[config.mk]
export PLATFORM = sky130hd
export DESIGN_NAME = wdog_top
export DESIGN_NICKNAME = d
export VERILOG_FILES = /design/src/core/wdog_pkg.sv /design/src/core/wdog_sync.sv /design/src/core/wdog_top.sv
export SDC_FILE = /design/constraint.sdc
export NUM_CORES = 1
export LEC_CHECK = 0
export BUFFER_PORTS_ARGS = -buffer_cell sky130_fd_sc_hd__buf_4
export CAP_MARGIN = 20
export CORE_AREA = 2 2 102 104
export CTS_BUF_LIST = sky130_fd_sc_hd__clkbuf_2
export CTS_CLUSTER_DIAMETER = 120
export DETAILED_ROUTE_END_ITERATION = 10
export DIE_AREA = 0 0 104 106
export GPL_ROUTABILITY_DRIVEN = 0
export PLACE_DENSITY_LB_ADDON = 0.2
export SYNTH_ARGS = -nofsm -noshare
export SYNTH_HDL_FRONTEND = slang
export SYNTH_SLANG_ARGS = --single-unit
[constraint.sdc]
create_clock -name REF_CLK -period 4.33 [get_ports REF_CLK]
set_clock_uncertainty 0.15 [all_clocks]
set_input_delay 0.6495 -clock REF_CLK [delete_from_list [all_inputs] [get_ports REF_CLK]]
set_output_delay 0.6495 -clock REF_CLK [all_outputs]
set_load 0.02 [all_outputs]
[src/core/wdog_pkg.sv]
// constants shared by the watchdog block: register map, field layout, service bytes, timing
// assumes a 250 MHz core clock; one machine cycle is a fixed number of core clocks
package wdog_pkg;
    // register indices; the lite-bus byte address is four times the index
    localparam logic [7:0] ADDR_SERVICE   = 8'ha6;
    localparam logic [7:0] ADDR_SELECT    = 8'ha7;
    localparam logic [7:0] ADDR_STATUS    = 8'ha8;
    localparam logic [7:0] ADDR_POWER     = 8'hac;
    // service sequence bytes
    localparam logic [7:0] SERVICE_FIRST  = 8'h1e;
    localparam logic [7:0] SERVICE_SECOND = 8'he1;
    // select register layout
    localparam int         SEL_WIDTH      = 3;
    localparam logic [2:0] SEL_RESET      = 3'h0;
    // power control bits
    localparam int         PWR_IDLE_BIT   = 0;
    localparam int         PWR_DOWN_BIT   = 1;
    // counter sizes
    localparam int         COUNT_WIDTH    = 14;
    localparam int         PRESCALE_WIDTH = 7;
    localparam int         MCYCLE_OSC     = 12;
    localparam int         PULSE_OSC      = 96;
    // axi responses
    localparam logic [1:0] RESP_OKAY      = 2'h0;
    localparam logic [1:0] RESP_SLVERR    = 2'h2;
endpackage

[src/core/wdog_sync.sv]
// three-stage synchroniser for a pin level; output changes once stages two and three agree
// assumes the pin is asynchronous to the core clock
module wdog_sync #(
    parameter logic INIT = 1'b1
) (
    input  wire logic clk,
    input  wire logic rst_n,
    input  wire logic din,
    output logic      dout
);
    logic [2:0] stage;
    logic [2:0] next_stage;
    logic       next_dout;

    always_comb begin
        next_stage = {stage[1:0], din};
        next_dout  = (stage[2] == stage[1]) ? stage[2] : dout;
    end

    always_ff @(posedge clk or negedge rst_n) begin
        if (!rst_n) begin
            stage <= {3{INIT}};
            dout  <= INIT;
        end else begin
            stage <= next_stage;
            dout  <= next_dout;
        end
    end
endmodule

[src/core/wdog_top.sv]
// hardware watchdog with timeout prescaler, power-down and idle handling, axi4-lite slave
// assumes one core clock stands for the oscillator; power-down gates the count, not the clock
module wdog_top #(
    parameter int MCYCLE = wdog_pkg::MCYCLE_OSC,
    parameter int PULSE  = wdog_pkg::PULSE_OSC
) (
    // clock and reset
    input  wire logic        REF_CLK,
    input  wire logic        RST_N,
    // axi4-lite write
    input  wire logic [9:0]  S_AXI_AWADDR,
    input  wire logic        S_AXI_AWVALID,
    output logic             S_AXI_AWREADY,
    input  wire logic [31:0] S_AXI_WDATA,
    input  wire logic [3:0]  S_AXI_WSTRB,
    input  wire logic        S_AXI_WVALID,
    output logic             S_AXI_WREADY,
    output logic [1:0]       S_AXI_BRESP,
    output logic             S_AXI_BVALID,
    input  wire logic        S_AXI_BREADY,
    // axi4-lite read
    input  wire logic [9:0]  S_AXI_ARADDR,
    input  wire logic        S_AXI_ARVALID,
    output logic             S_AXI_ARREADY,
    output logic [31:0]      S_AXI_RDATA,
    output logic [1:0]       S_AXI_RRESP,
    output logic             S_AXI_RVALID,
    input  wire logic        S_AXI_RREADY,
    // wake interrupt pin, active low level
    input  wire logic        WAKE_INT_N,
    // reset pulse out and wake interrupt taken
    output logic             WDT_RESET,
    output logic             WAKE_TAKEN
);
    typedef enum logic [1:0] {
        RUN   = 2'b00,
        IDLE  = 2'b01,
        DOWN  = 2'b10,
        WAKE  = 2'b11
    } pmode_t;

    localparam int TOTAL_W = wdog_pkg::COUNT_WIDTH + wdog_pkg::PRESCALE_WIDTH;

    logic                            wake_n;
    pmode_t                          mode, next_mode;
    logic                            enabled, next_enabled, armed, next_armed;
    logic [wdog_pkg::SEL_WIDTH-1:0]  sel, next_sel;
    logic [TOTAL_W-1:0]              count, next_count;
    logic [7:0]                      mdiv, next_mdiv, pulse, next_pulse;
    logic                            wake_en, next_wake_en, taken, next_taken;
    logic                            aw_held, next_aw_held, w_held, next_w_held;
    logic [9:0]                      awaddr, next_awaddr;
    logic [7:0]                      wbyte, next_wbyte;
    logic                            wbyte_ok, next_wbyte_ok;
    logic                            bvalid, next_bvalid, rvalid, next_rvalid;
    logic [1:0]                      bresp, next_bresp, rresp, next_rresp;
    logic [31:0]                     rdata, next_rdata;
    logic                            wr_fire, mtick, ticking, overflow;
    logic [TOTAL_W-1:0]              limit;

    wdog_sync #(.INIT(1'b1)) u_wake (
        .clk   (REF_CLK),
        .rst_n (RST_N),
        .din   (WAKE_INT_N),
        .dout  (wake_n)
    );

    ////////////////////////////////////////////////////////////////////////////
    // bus slave: address and data taken in either order, one write at a time

    assign S_AXI_AWREADY = !aw_held && !bvalid;
    assign S_AXI_WREADY  = !w_held && !bvalid;
    assign S_AXI_ARREADY = !rvalid;
    assign S_AXI_BVALID  = bvalid;
    assign S_AXI_BRESP   = bresp;
    assign S_AXI_RVALID  = rvalid;
    assign S_AXI_RDATA   = rdata;
    assign S_AXI_RRESP   = rresp;
    assign wr_fire       = aw_held && w_held && !bvalid;

    always_comb begin
        next_aw_held  = aw_held;
        next_w_held   = w_held;
        next_awaddr   = awaddr;
        next_wbyte    = wbyte;
        next_wbyte_ok = wbyte_ok;
        next_bvalid   = bvalid;
        next_bresp    = bresp;
        next_rvalid   = rvalid;
        next_rdata    = rdata;
        next_rresp    = rresp;
        if (S_AXI_AWVALID && S_AXI_AWREADY) begin
            next_aw_held = 1'b1;
            next_awaddr  = S_AXI_AWADDR;
        end
        if (S_AXI_WVALID && S_AXI_WREADY) begin
            next_w_held   = 1'b1;
            next_wbyte    = S_AXI_WDATA[7:0];
            next_wbyte_ok = S_AXI_WSTRB[0];
        end
        if (wr_fire) begin
            next_aw_held = 1'b0;
            next_w_held  = 1'b0;
            next_bvalid  = 1'b1;
            unique case (awaddr[9:2])
                wdog_pkg::ADDR_SERVICE,
                wdog_pkg::ADDR_SELECT,
                wdog_pkg::ADDR_POWER:  next_bresp = wdog_pkg::RESP_OKAY;
                default:               next_bresp = wdog_pkg::RESP_SLVERR;
            endcase
        end else if (bvalid && S_AXI_BREADY) begin
            next_bvalid = 1'b0;
        end
        if (S_AXI_ARVALID && S_AXI_ARREADY) begin
            next_rvalid = 1'b1;
            next_rresp  = wdog_pkg::RESP_OKAY;
            next_rdata  = '0;
            unique case (S_AXI_ARADDR[9:2])
                // upper select bits undefined: they read zero here
                wdog_pkg::ADDR_SELECT: next_rdata[2:0] = sel;
                wdog_pkg::ADDR_STATUS: next_rdata[3:0] = {armed, enabled, mode};
                wdog_pkg::ADDR_POWER:  next_rdata[1:0] = {mode == DOWN, mode == IDLE};
                // service port is write-only, counter never visible
                wdog_pkg::ADDR_SERVICE: next_rdata = '0;
                default:               next_rresp = wdog_pkg::RESP_SLVERR;
            endcase
        end else if (rvalid && S_AXI_RREADY) begin
            next_rvalid = 1'b0;
        end
    end

    ////////////////////////////////////////////////////////////////////////////
    // watchdog core

    // total width covers 14-bit counter times the 7-bit prescale
    assign limit    = TOTAL_W'((((1 << wdog_pkg::COUNT_WIDTH) - 1) << sel) + (1 << sel) - 1);
    // oscillator stops in power-down and in wake until pin rises
    assign ticking  = (mode == RUN) || (mode == IDLE);
    assign mtick    = ticking && (mdiv == 8'(MCYCLE - 1));
    // select doubles the span per code, 000 counts to 3fff and overflows on the next tick, a base of 4000 cycles
    assign overflow = enabled && mtick && (count >= limit);

    always_comb begin
        next_mode     = mode;
        next_enabled  = enabled;
        next_armed    = armed;
        next_sel      = sel;
        next_count    = count;
        next_mdiv     = mdiv;
        next_pulse    = (pulse != 8'h00) ? pulse - 8'h01 : 8'h00;
        next_wake_en  = wake_en;
        next_taken    = 1'b0;
        if (ticking) begin
            next_mdiv = mtick ? 8'h00 : mdiv + 8'h01;
        end
        if (enabled && mtick) begin
            next_count = count + TOTAL_W'(1);
        end
        if (wr_fire && wbyte_ok) begin
            unique case (awaddr[9:2])
                wdog_pkg::ADDR_SERVICE: begin
                    // 1e arms, e1 directly after enables or clears
                    if (wbyte == wdog_pkg::SERVICE_FIRST) begin
                        next_armed = 1'b1;
                    end else begin
                        next_armed = 1'b0;
                        if (armed && wbyte == wdog_pkg::SERVICE_SECOND) begin
                            next_enabled = 1'b1;
                            next_count   = '0;
                        end
                    end
                end
                wdog_pkg::ADDR_SELECT: next_sel = wbyte[wdog_pkg::SEL_WIDTH-1:0];
                wdog_pkg::ADDR_POWER: begin
                    // the write that enters power-down also enables the low wake level that ends it
                    next_wake_en = wbyte[wdog_pkg::PWR_DOWN_BIT];
                    if (wbyte[wdog_pkg::PWR_DOWN_BIT]) begin
                        next_mode = DOWN;
                    end else if (wbyte[wdog_pkg::PWR_IDLE_BIT]) begin
                        next_mode = IDLE;
                    end
                end
                default: ;
            endcase
        end
        unique case (mode)
            DOWN: if (wake_en && !wake_n) next_mode = WAKE;
            WAKE: if (wake_n) begin
                next_mode  = RUN;
                next_taken = 1'b1;
            end
            IDLE: if (!wake_n) next_mode = RUN;
            RUN:  ;
        endcase
        if (overflow) begin
            // overflow acts like reset: disabled, count cleared
            next_pulse   = 8'(PULSE);
            next_enabled = 1'b0;
            next_armed   = 1'b0;
            next_count   = '0;
            next_sel     = wdog_pkg::SEL_RESET;
            next_mode    = RUN;
        end
    end

    assign WDT_RESET  = (pulse != 8'h00);
    assign WAKE_TAKEN = taken;

    always_ff @(posedge REF_CLK or negedge RST_N) begin
        if (!RST_N) begin
            mode     <= RUN;
            enabled  <= 1'b0;
            armed    <= 1'b0;
            sel      <= wdog_pkg::SEL_RESET;
            count    <= '0;
            mdiv     <= 8'h00;
            pulse    <= 8'h00;
            wake_en  <= 1'b0;
            taken    <= 1'b0;
            aw_held  <= 1'b0;
            w_held   <= 1'b0;
            awaddr   <= 10'h000;
            wbyte    <= 8'h00;
            wbyte_ok <= 1'b0;
            bvalid   <= 1'b0;
            bresp    <= 2'h0;
            rvalid   <= 1'b0;
            rdata    <= 32'h0;
            rresp    <= 2'h0;
        end else begin
            mode     <= next_mode;
            enabled  <= next_enabled;
            armed    <= next_armed;
            sel      <= next_sel;
            count    <= next_count;
            mdiv     <= next_mdiv;
            pulse    <= next_pulse;
            wake_en  <= next_wake_en;
            taken    <= next_taken;
            aw_held  <= next_aw_held;
            w_held   <= next_w_held;
            awaddr   <= next_awaddr;
            wbyte    <= next_wbyte;
            wbyte_ok <= next_wbyte_ok;
            bvalid   <= next_bvalid;
            bresp    <= next_bresp;
            rvalid   <= next_rvalid;
            rdata    <= next_rdata;
            rresp    <= next_rresp;
        end
    end
endmodule

==> results of run 1 <==
[synthesized netlist by cell type (all sizes together), types with 2 or more instances]
| library cell | number | area [sq um] |
|---|---|---|
| and2 | 4 | 25.02 |
| nor2 | 34 | 127.6 |
| inv | 29 | 108.9 |
| buf | 38 | 280.3 |
| nand2b | 3 | 18.77 |
| dfrtp | 73 | 1827 |
| o22ai | 3 | 18.77 |
| nor4 | 15 | 100.1 |
| a211oi | 2 | 15.01 |
| nand3 | 21 | 105.1 |
| xor2 | 11 | 96.34 |
| and3 | 8 | 50.05 |
| nand4b | 2 | 17.52 |
| nor3b | 5 | 47.54 |
| nand2 | 36 | 137.6 |
| ha | 31 | 387.9 |
| o21a | 2 | 15.01 |
| a21o | 7 | 52.55 |
| o21ai | 19 | 95.09 |
| nand4 | 11 | 68.82 |
| nor2b | 3 | 18.77 |
| nand3b | 6 | 45.04 |
| clkbuf | 7 | 26.28 |
| mux2i | 5 | 50.05 |
| nor4b | 2 | 17.52 |
| or2 | 4 | 25.03 |
| or3 | 4 | 25.02 |
| mux2 | 19 | 214.0 |
| a21oi | 13 | 68.82 |
| xnor2 | 24 | 210.2 |
| a31oi | 8 | 65.06 |
| nor3 | 30 | 225.2 |
| dfstp | 4 | 105.1 |
| a32oi | 2 | 17.52 |
| and4 | 3 | 26.28 |
[where the power goes]
part           switching [uW]  internal [uW]
clock                     267            139
combinational             405            459
sequential                131            860
total                     803           1460
[cell usage in the layout (no fill, tap or decap), drive strengths merged, types with 5 or more instances in the layout]
cell type	count
buf	94
dfrtp	73
nand2	36
nor2	34
ha	31
inv	31
conb	30
nor3	30
xnor2	24
nand3	21
mux2	19
o21ai	19
nor4	15
a21oi	13
clkbuf	12
xor2	11
nand4	11
and3	8
a31oi	8
a21o	7
nand3b	6
mux2i	5
nor3b	5
[cell type report]
class / instances / area (sq um)
Clock buffer: 10 / 50.05
Clock inverter: 6 / 70.07
Fill cell: 874 / 3919
Inverter: 29 / 108.9
Multi-Input combinational cell: 382 / 2908
Sequential cell: 77 / 1932
Tap cell: 136 / 170.2
Timing Repair Buffer: 97 / 842.1
[layer usage]
layer,vias to the layer above,GRT usage,part of all wire
met3,21,0.04353,0.037
li1,1912,-,-
met5,-,0,0
met2,88,0.3421,0.50
met4,0,0.07143,0.023
met1,1902,0.2526,0.44
[how the worst max path moves through the flow]
stage                            start                  end  cells past startpoint
floorplan           sel[1]$_DFFE_PN0P_   pulse[5]$_DFF_PN0_                     20
global route        sel[2]$_DFFE_PN0P_   pulse[0]$_DFF_PN0_                     22
CTS                 sel[1]$_DFFE_PN0P_  count[20]$_DFF_PN0_                     24
finish              sel[2]$_DFFE_PN0P_  count[15]$_DFF_PN0_                     24
detailed placement  sel[1]$_DFFE_PN0P_  count[20]$_DFF_PN0_                     23
global placement    sel[1]$_DFFE_PN0P_  count[20]$_DFF_PN0_                     23
[cell families after synthesis]
logic type	count (synthesis)	synth area share
DFF	77	0.3951
adders and majority gates	33	0.08547
AOI/OAI and AO/OA	64	0.08572
other	1	0.0007669
xor gates and xnor gates	35	0.06269
and+or+nand+nor	196	0.2313
muxes	24	0.05399
buffers and inverters	74	0.08495
[state kept, by name (all words and copies together) (netlist names)]
register and count:
S_AXI_RDATA 4, u_wake.dout 1, w_held 1, wake_en 1, S_AXI_BRESP 1, wbyte 8, S_AXI_RRESP 1, aw_held 1
S_AXI_RVALID 1, WAKE_TAKEN 1, awaddr 8, count 21, enabled 1, sel 3, pulse 8, S_AXI_BVALID 1
armed 1, wbyte_ok 1, mode 2, mdiv 8, u_wake.stage 3
[through the flow]
step	power (uW)	TNS (ns)	utilization	hold WS (ns)	cells
after floorplan	1498	0	-	0.1952	533
after global placement	1701	-7.176	0.5519	0.1985	701
after detailed placement	1735	-8.719	0.5519	0.2007	701
after CTS	2199	-5.554	0.5825	0.002460	726
after global routing	2426	-18.36	0.6081	0.06098	737
final	2261	-9.965	0.6081	0.08023	737
[what timing repair did]
action / 4_1_cts / 5_1_grt
hold endpoints to repair: 0 / 1
resized for setup: 21 / 24
gates cloned: 1 / 2
endpoints found under the setup margin: 34 / 36
buffers inserted: 8 / 9
pin swaps: 16 / 16
hold buffers: 0 / 1
==> flow_metrics.tcl, run 1 <==
set metrics [dict create \
    dp_slack_ns -0.3020 \
    cts_buffers 9 \
    finalMaxSlewViolations 0 \
    max_freq_mhz 214.7 \
    port_buffers 45 \
    ys_async_sr_fraction 1.000 \
    ys_seq_area_frac 0.3951 \
    vias 3923 \
    ys_seq_elements 77 \
    worstRegToRegCells 24 \
    cp-start-kind "register" \
    syn_to_final_growth_pct 24.36 \
    grtUsageTotal 0.2007 \
    grt.overflow.total 0 \
    post_drt_via_cell_ratio 5.323 \
    cts.sinks 77 \
    p_leak_uw 0.002844 \
    final_cell_area_sq_um 6081 \
    die_w_um 104 \
    crit_path_end_kind "register" \
    final_hold_viol_count 0 \
    fin_nets 692 \
    synth_edf_count 0 \
    dpl_cell_area_sq_um 5519 \
    rr_endpoint "count[15]$_DFF_PN0_" \
    finalCriticalPeriod_ns 4.658 \
    violations "setup timing" \
    rsz0062_at_grt "true" \
    critPathMaxStageDelay_ns 0.42 \
    drive_gt1_frac 0.3228 \
    cp_cell_sequence "buf_6, inv_1, or3_4, ha_1, inv_1, ha_1, a21o_1, a21oi_4, buf_6, o21ai_4, buf_4, xnor2_1, nand2_1, ha_1, nand4_1, buf_4, or2_4, buf_4, a311oi_4, nor4_4, a31oi_4, buf_12, clkbuf_16, nor3_2" \
    drtIter0Drc 285 \
    syn_inst 504 \
    grt_max_degree 78 \
    slew_headroom 0.3667 \
    status "complete, but fails checks" \
    cpMaxStageDelayCell "dfrtp_1" \
    clockBufferDepth 2 \
    finalSetupViolCount 35 \
    wirelength_mm 10.66 \
    cts_tree "yes" \
    mappedNetlistArea_sq_um 4890 \
    wl_per_cell_um 14.46 \
    path_buf_inv 9 \
    worst_slew_pin_slew_ns 0.9500 \
    ys_types 61 \
    htreeDepth 3 \
    grt_pass1_wl_mm 18.23 \
    reg2reg_slack_ns -0.33 \
    path_clk_slew_ns 0.23 \
    maxCapViolCount 0 \
    io_pins 107 \
    ir_drop_mv 0.2909 \
    synth.avg_cell_area_sq_um 9.702 \
    min_path_type "in2async" \
    root_buffer "clkbuf_2" \
    drc_errors 0 \
    grt_pass1_vias 3936 \
    yosys_warnings 0 \
    cp_top_family "buffers and inverters" \
    reg2reg_from "sel[2]$_DFFE_PN0P_" \
    drtAntennaViolNets 0 \
    yosys_most_used_dff "dfrtp_1" \
    clock_latency_ns 0.53 \
    path_class "reg2reg" \
    die-area_sq_um 11020 \
    critPathArrivalTime_ns 4.95 \
    min_period_over_period 1.076 \
    dr.pass1.iters 4 \
    setup_slack_ns -0.3279 \
    diodes 0 \
    rows 37 \
    initial_core_util 0.4890 \
    dieHeight_um 106 \
    dp_hpwl_mm 7.749 \
    power_density_nw_per_um2 371.8 \
    antenna_found_initial 0 \
    core_sq_um 10000 \
    crit_fanout 10 \
    crit_required_ns 4.62 \
]
No activity file was read; power rests on OpenSTA's default activity.
==> inputs of run 2 (changes only) <==
SKIP_CTS_REPAIR_TIMING = 1   (was default)
==> run 2 against run 1 <==
  * Final cell count down 1.4%
  * Worst setup slack better by 0.10 ns
  * Critical path depth unchanged
  * Cell area down 3.1%
  * Highest routed layer unchanged
  * Combinational power down 8.0%
  * The flow still finishes with violations (setup timing)
  * Largest cell class unchanged
  * Global-route usage down 0.39 points
  * Sequential cell count unchanged
==> flow_metrics.tcl, run 2 (synthesized netlist as in run 1, its figures left out) <==
set metrics [dict create \
    status "complete, but fails checks" \
    violations "setup timing" \
    largest_reg_flops 21 \
    grt_pass1_wl_mm 17.92 \
    instances_no_fill 727 \
    drive_gt1_frac 0.2961 \
    min_path_type "in2async" \
    initial_core_util 0.4890 \
    post_drt_via_cell_ratio 5.289 \
    finalCriticalPeriod_ns 4.553 \
    cpMaxStageDelayCell "dfrtp_1" \
    power_density_nw_per_um2 371.9 \
    cts_tree "yes" \
    grtUsageTotal 0.1968 \
    layout_commonest_cell "buf_4" \
    critPathMaxStageDelay_ns 0.44 \
    maxCapViolCount 0 \
    slew_headroom 0.3648 \
    crit_fanout 10 \
    io_pins 107 \
    drtAntennaViolNets 0 \
    setup_slack_ns -0.2230 \
    finalSetupViolCount 36 \
    drc_errors 0 \
    crit_path_end_kind "register" \
    mostFrequentLayoutCells "buf_4, dfrtp_1, nand2_1, nor2_1, conb_1" \
    diodes 0 \
    rows 37 \
    cts_buffers 9 \
    wirelength_mm 10.39 \
    grt_pass1_vias 3855 \
    worst_slew_pin_slew_ns 0.9528 \
    core_sq_um 10000 \
    critPathArrivalTime_ns 4.84 \
    die_w_um 104 \
    final_hold_viol_count 0 \
    crit_required_ns 4.62 \
    path_clk_slew_ns 0.23 \
    top_register "count" \
    die-area_sq_um 11020 \
    dp_hpwl_mm 7.749 \
    path_buf_inv 6 \
    cp-start-kind "register" \
    cts.sinks 77 \
    dr.pass1.iters 4 \
    root_buffer "clkbuf_2" \
    drtIter0Drc 198 \
    fin_nets 682 \
    syn_to_final_growth_pct 20.47 \
    cp_cell_sequence "or2_4, inv_2, nand2_1, ha_1, inv_1, ha_2, inv_2, fa_2, nor2b_4, o21bai_4, a31oi_4, o21ai_2, a21oi_1, a31oi_1, ha_1, nand4_1, buf_4, nor3_4, nand4b_1, mux2_4, a31oi_4, buf_12, clkbuf_16, nor3_2" \
    rsz0062_at_grt "true" \
    grt.overflow.total 0 \
    cp_top_family "adder cells" \
    vias 3845 \
    ir_drop_mv 0.2916 \
    p_total_uw 2191 \
    dp_cells 701 \
    min_period_over_period 1.051 \
    max_freq_mhz 219.6 \
    path_class "reg2reg" \
    antenna_found_initial 0 \
    finalMaxSlewViolations 0 \
    p_leak_uw 0.002808 \
    clockBufferDepth 2 \
    port_buffers 45 \
    dieHeight_um 106 \
    wl_per_cell_um 14.30 \
    clock_latency_ns 0.52 \
    grt_max_degree 78 \
    htreeDepth 3 \
    setup_tns_ns -6.789 \
]
==> run 2: cell count changes in the layout (fill, tap and decap cells not counted), moves of 2 or more <==
cell	delta
nor2_1	+4
o22ai_1	+2
nor3_2	+3
o22ai_2	-2
a21oi_2	-2
nor3_4	-2
buf_4	-5
buf_6	-3
nor2_2	-3
nand3_1	+2
==> run 2: through the flow <==
stage | worst slack (ns) | hold WS (ns) | cell area [sq um] | utilization
after floorplan | 0.01487 | 0.1952 | 5047 | -
after global placement | -0.2575 | 0.1985 | 5519 | 0.5519
after detailed placement | -0.3020 | 0.2007 | 5519 | 0.5519
after CTS | -0.3529 | 0.002460 | 5639 | 0.5639
after global routing | -0.5158 | 0.06098 | 5891 | 0.5891
final | -0.2230 | 0.08060 | 5891 | 0.5891
==> run 2: worst register-to-register path: cells and delay by family (launching register included) <==
family / cells / cell delay [ns]
AO/OA/AOI/OAI: 6 / 0.77
adder cells (fa/ha/maj): 4 / 1.16
buffers and inverters: 6 / 0.67
flip-flops: 1 / 0.44
multiplexers: 1 / 0.31
AND/OR/NAND/NOR: 7 / 0.98
==> run 2: cell type report <==
type,instances,area (sq um)
clock inverters,6,70.07
well taps,136,170.2
clock buffers,10,50.05
multi-input cells,382,2841
fillers,903,4109
inverters,29,108.9
flip-flops and latches,77,1932
repair buffers,87,718.2
==> run 2: report_power, final <==
group	switching (uW)	internal (uW)	leakage, uW	total, uW
Clock	267	139	0.0000652	405
Sequential	132	860	0.000995	992
Combinational	385	409	0.00175	794
==> run 2: path summary, 6_finish.rpt <==
check                                     startpoint                         to  slack, ns  cells past startpoint
max in group asynchronous                      RST_N        mdiv[1]$_DFFE_PN0N_       3.33                      1
min in group REF_CLK                    S_AXI_BREADY   S_AXI_BVALID$_DFFE_PN0P_       0.13                      2
min reg2reg                u_wake.stage[0]$_DFF_PN1_  u_wake.stage[1]$_DFF_PN1_       0.22                      0
max reg2reg                       sel[2]$_DFFE_PN0P_        count[15]$_DFF_PN0_      -0.22                     24
max                               sel[2]$_DFFE_PN0P_        count[15]$_DFF_PN0_      -0.22                     24
min                                            RST_N   S_AXI_RVALID$_DFFE_PN0P_       0.08                      1
==> run 2: metal layers <==
layer | track usage | routed length (um) | vias to the layer above
met5 | 0 | 0 | -
met4 | 0.06371 | 185 | 0
met3 | 0.04108 | 293 | 14
met2 | 0.3346 | 5162 | 60
met1 | 0.2520 | 4751 | 1878
li1 | - | - | 1893
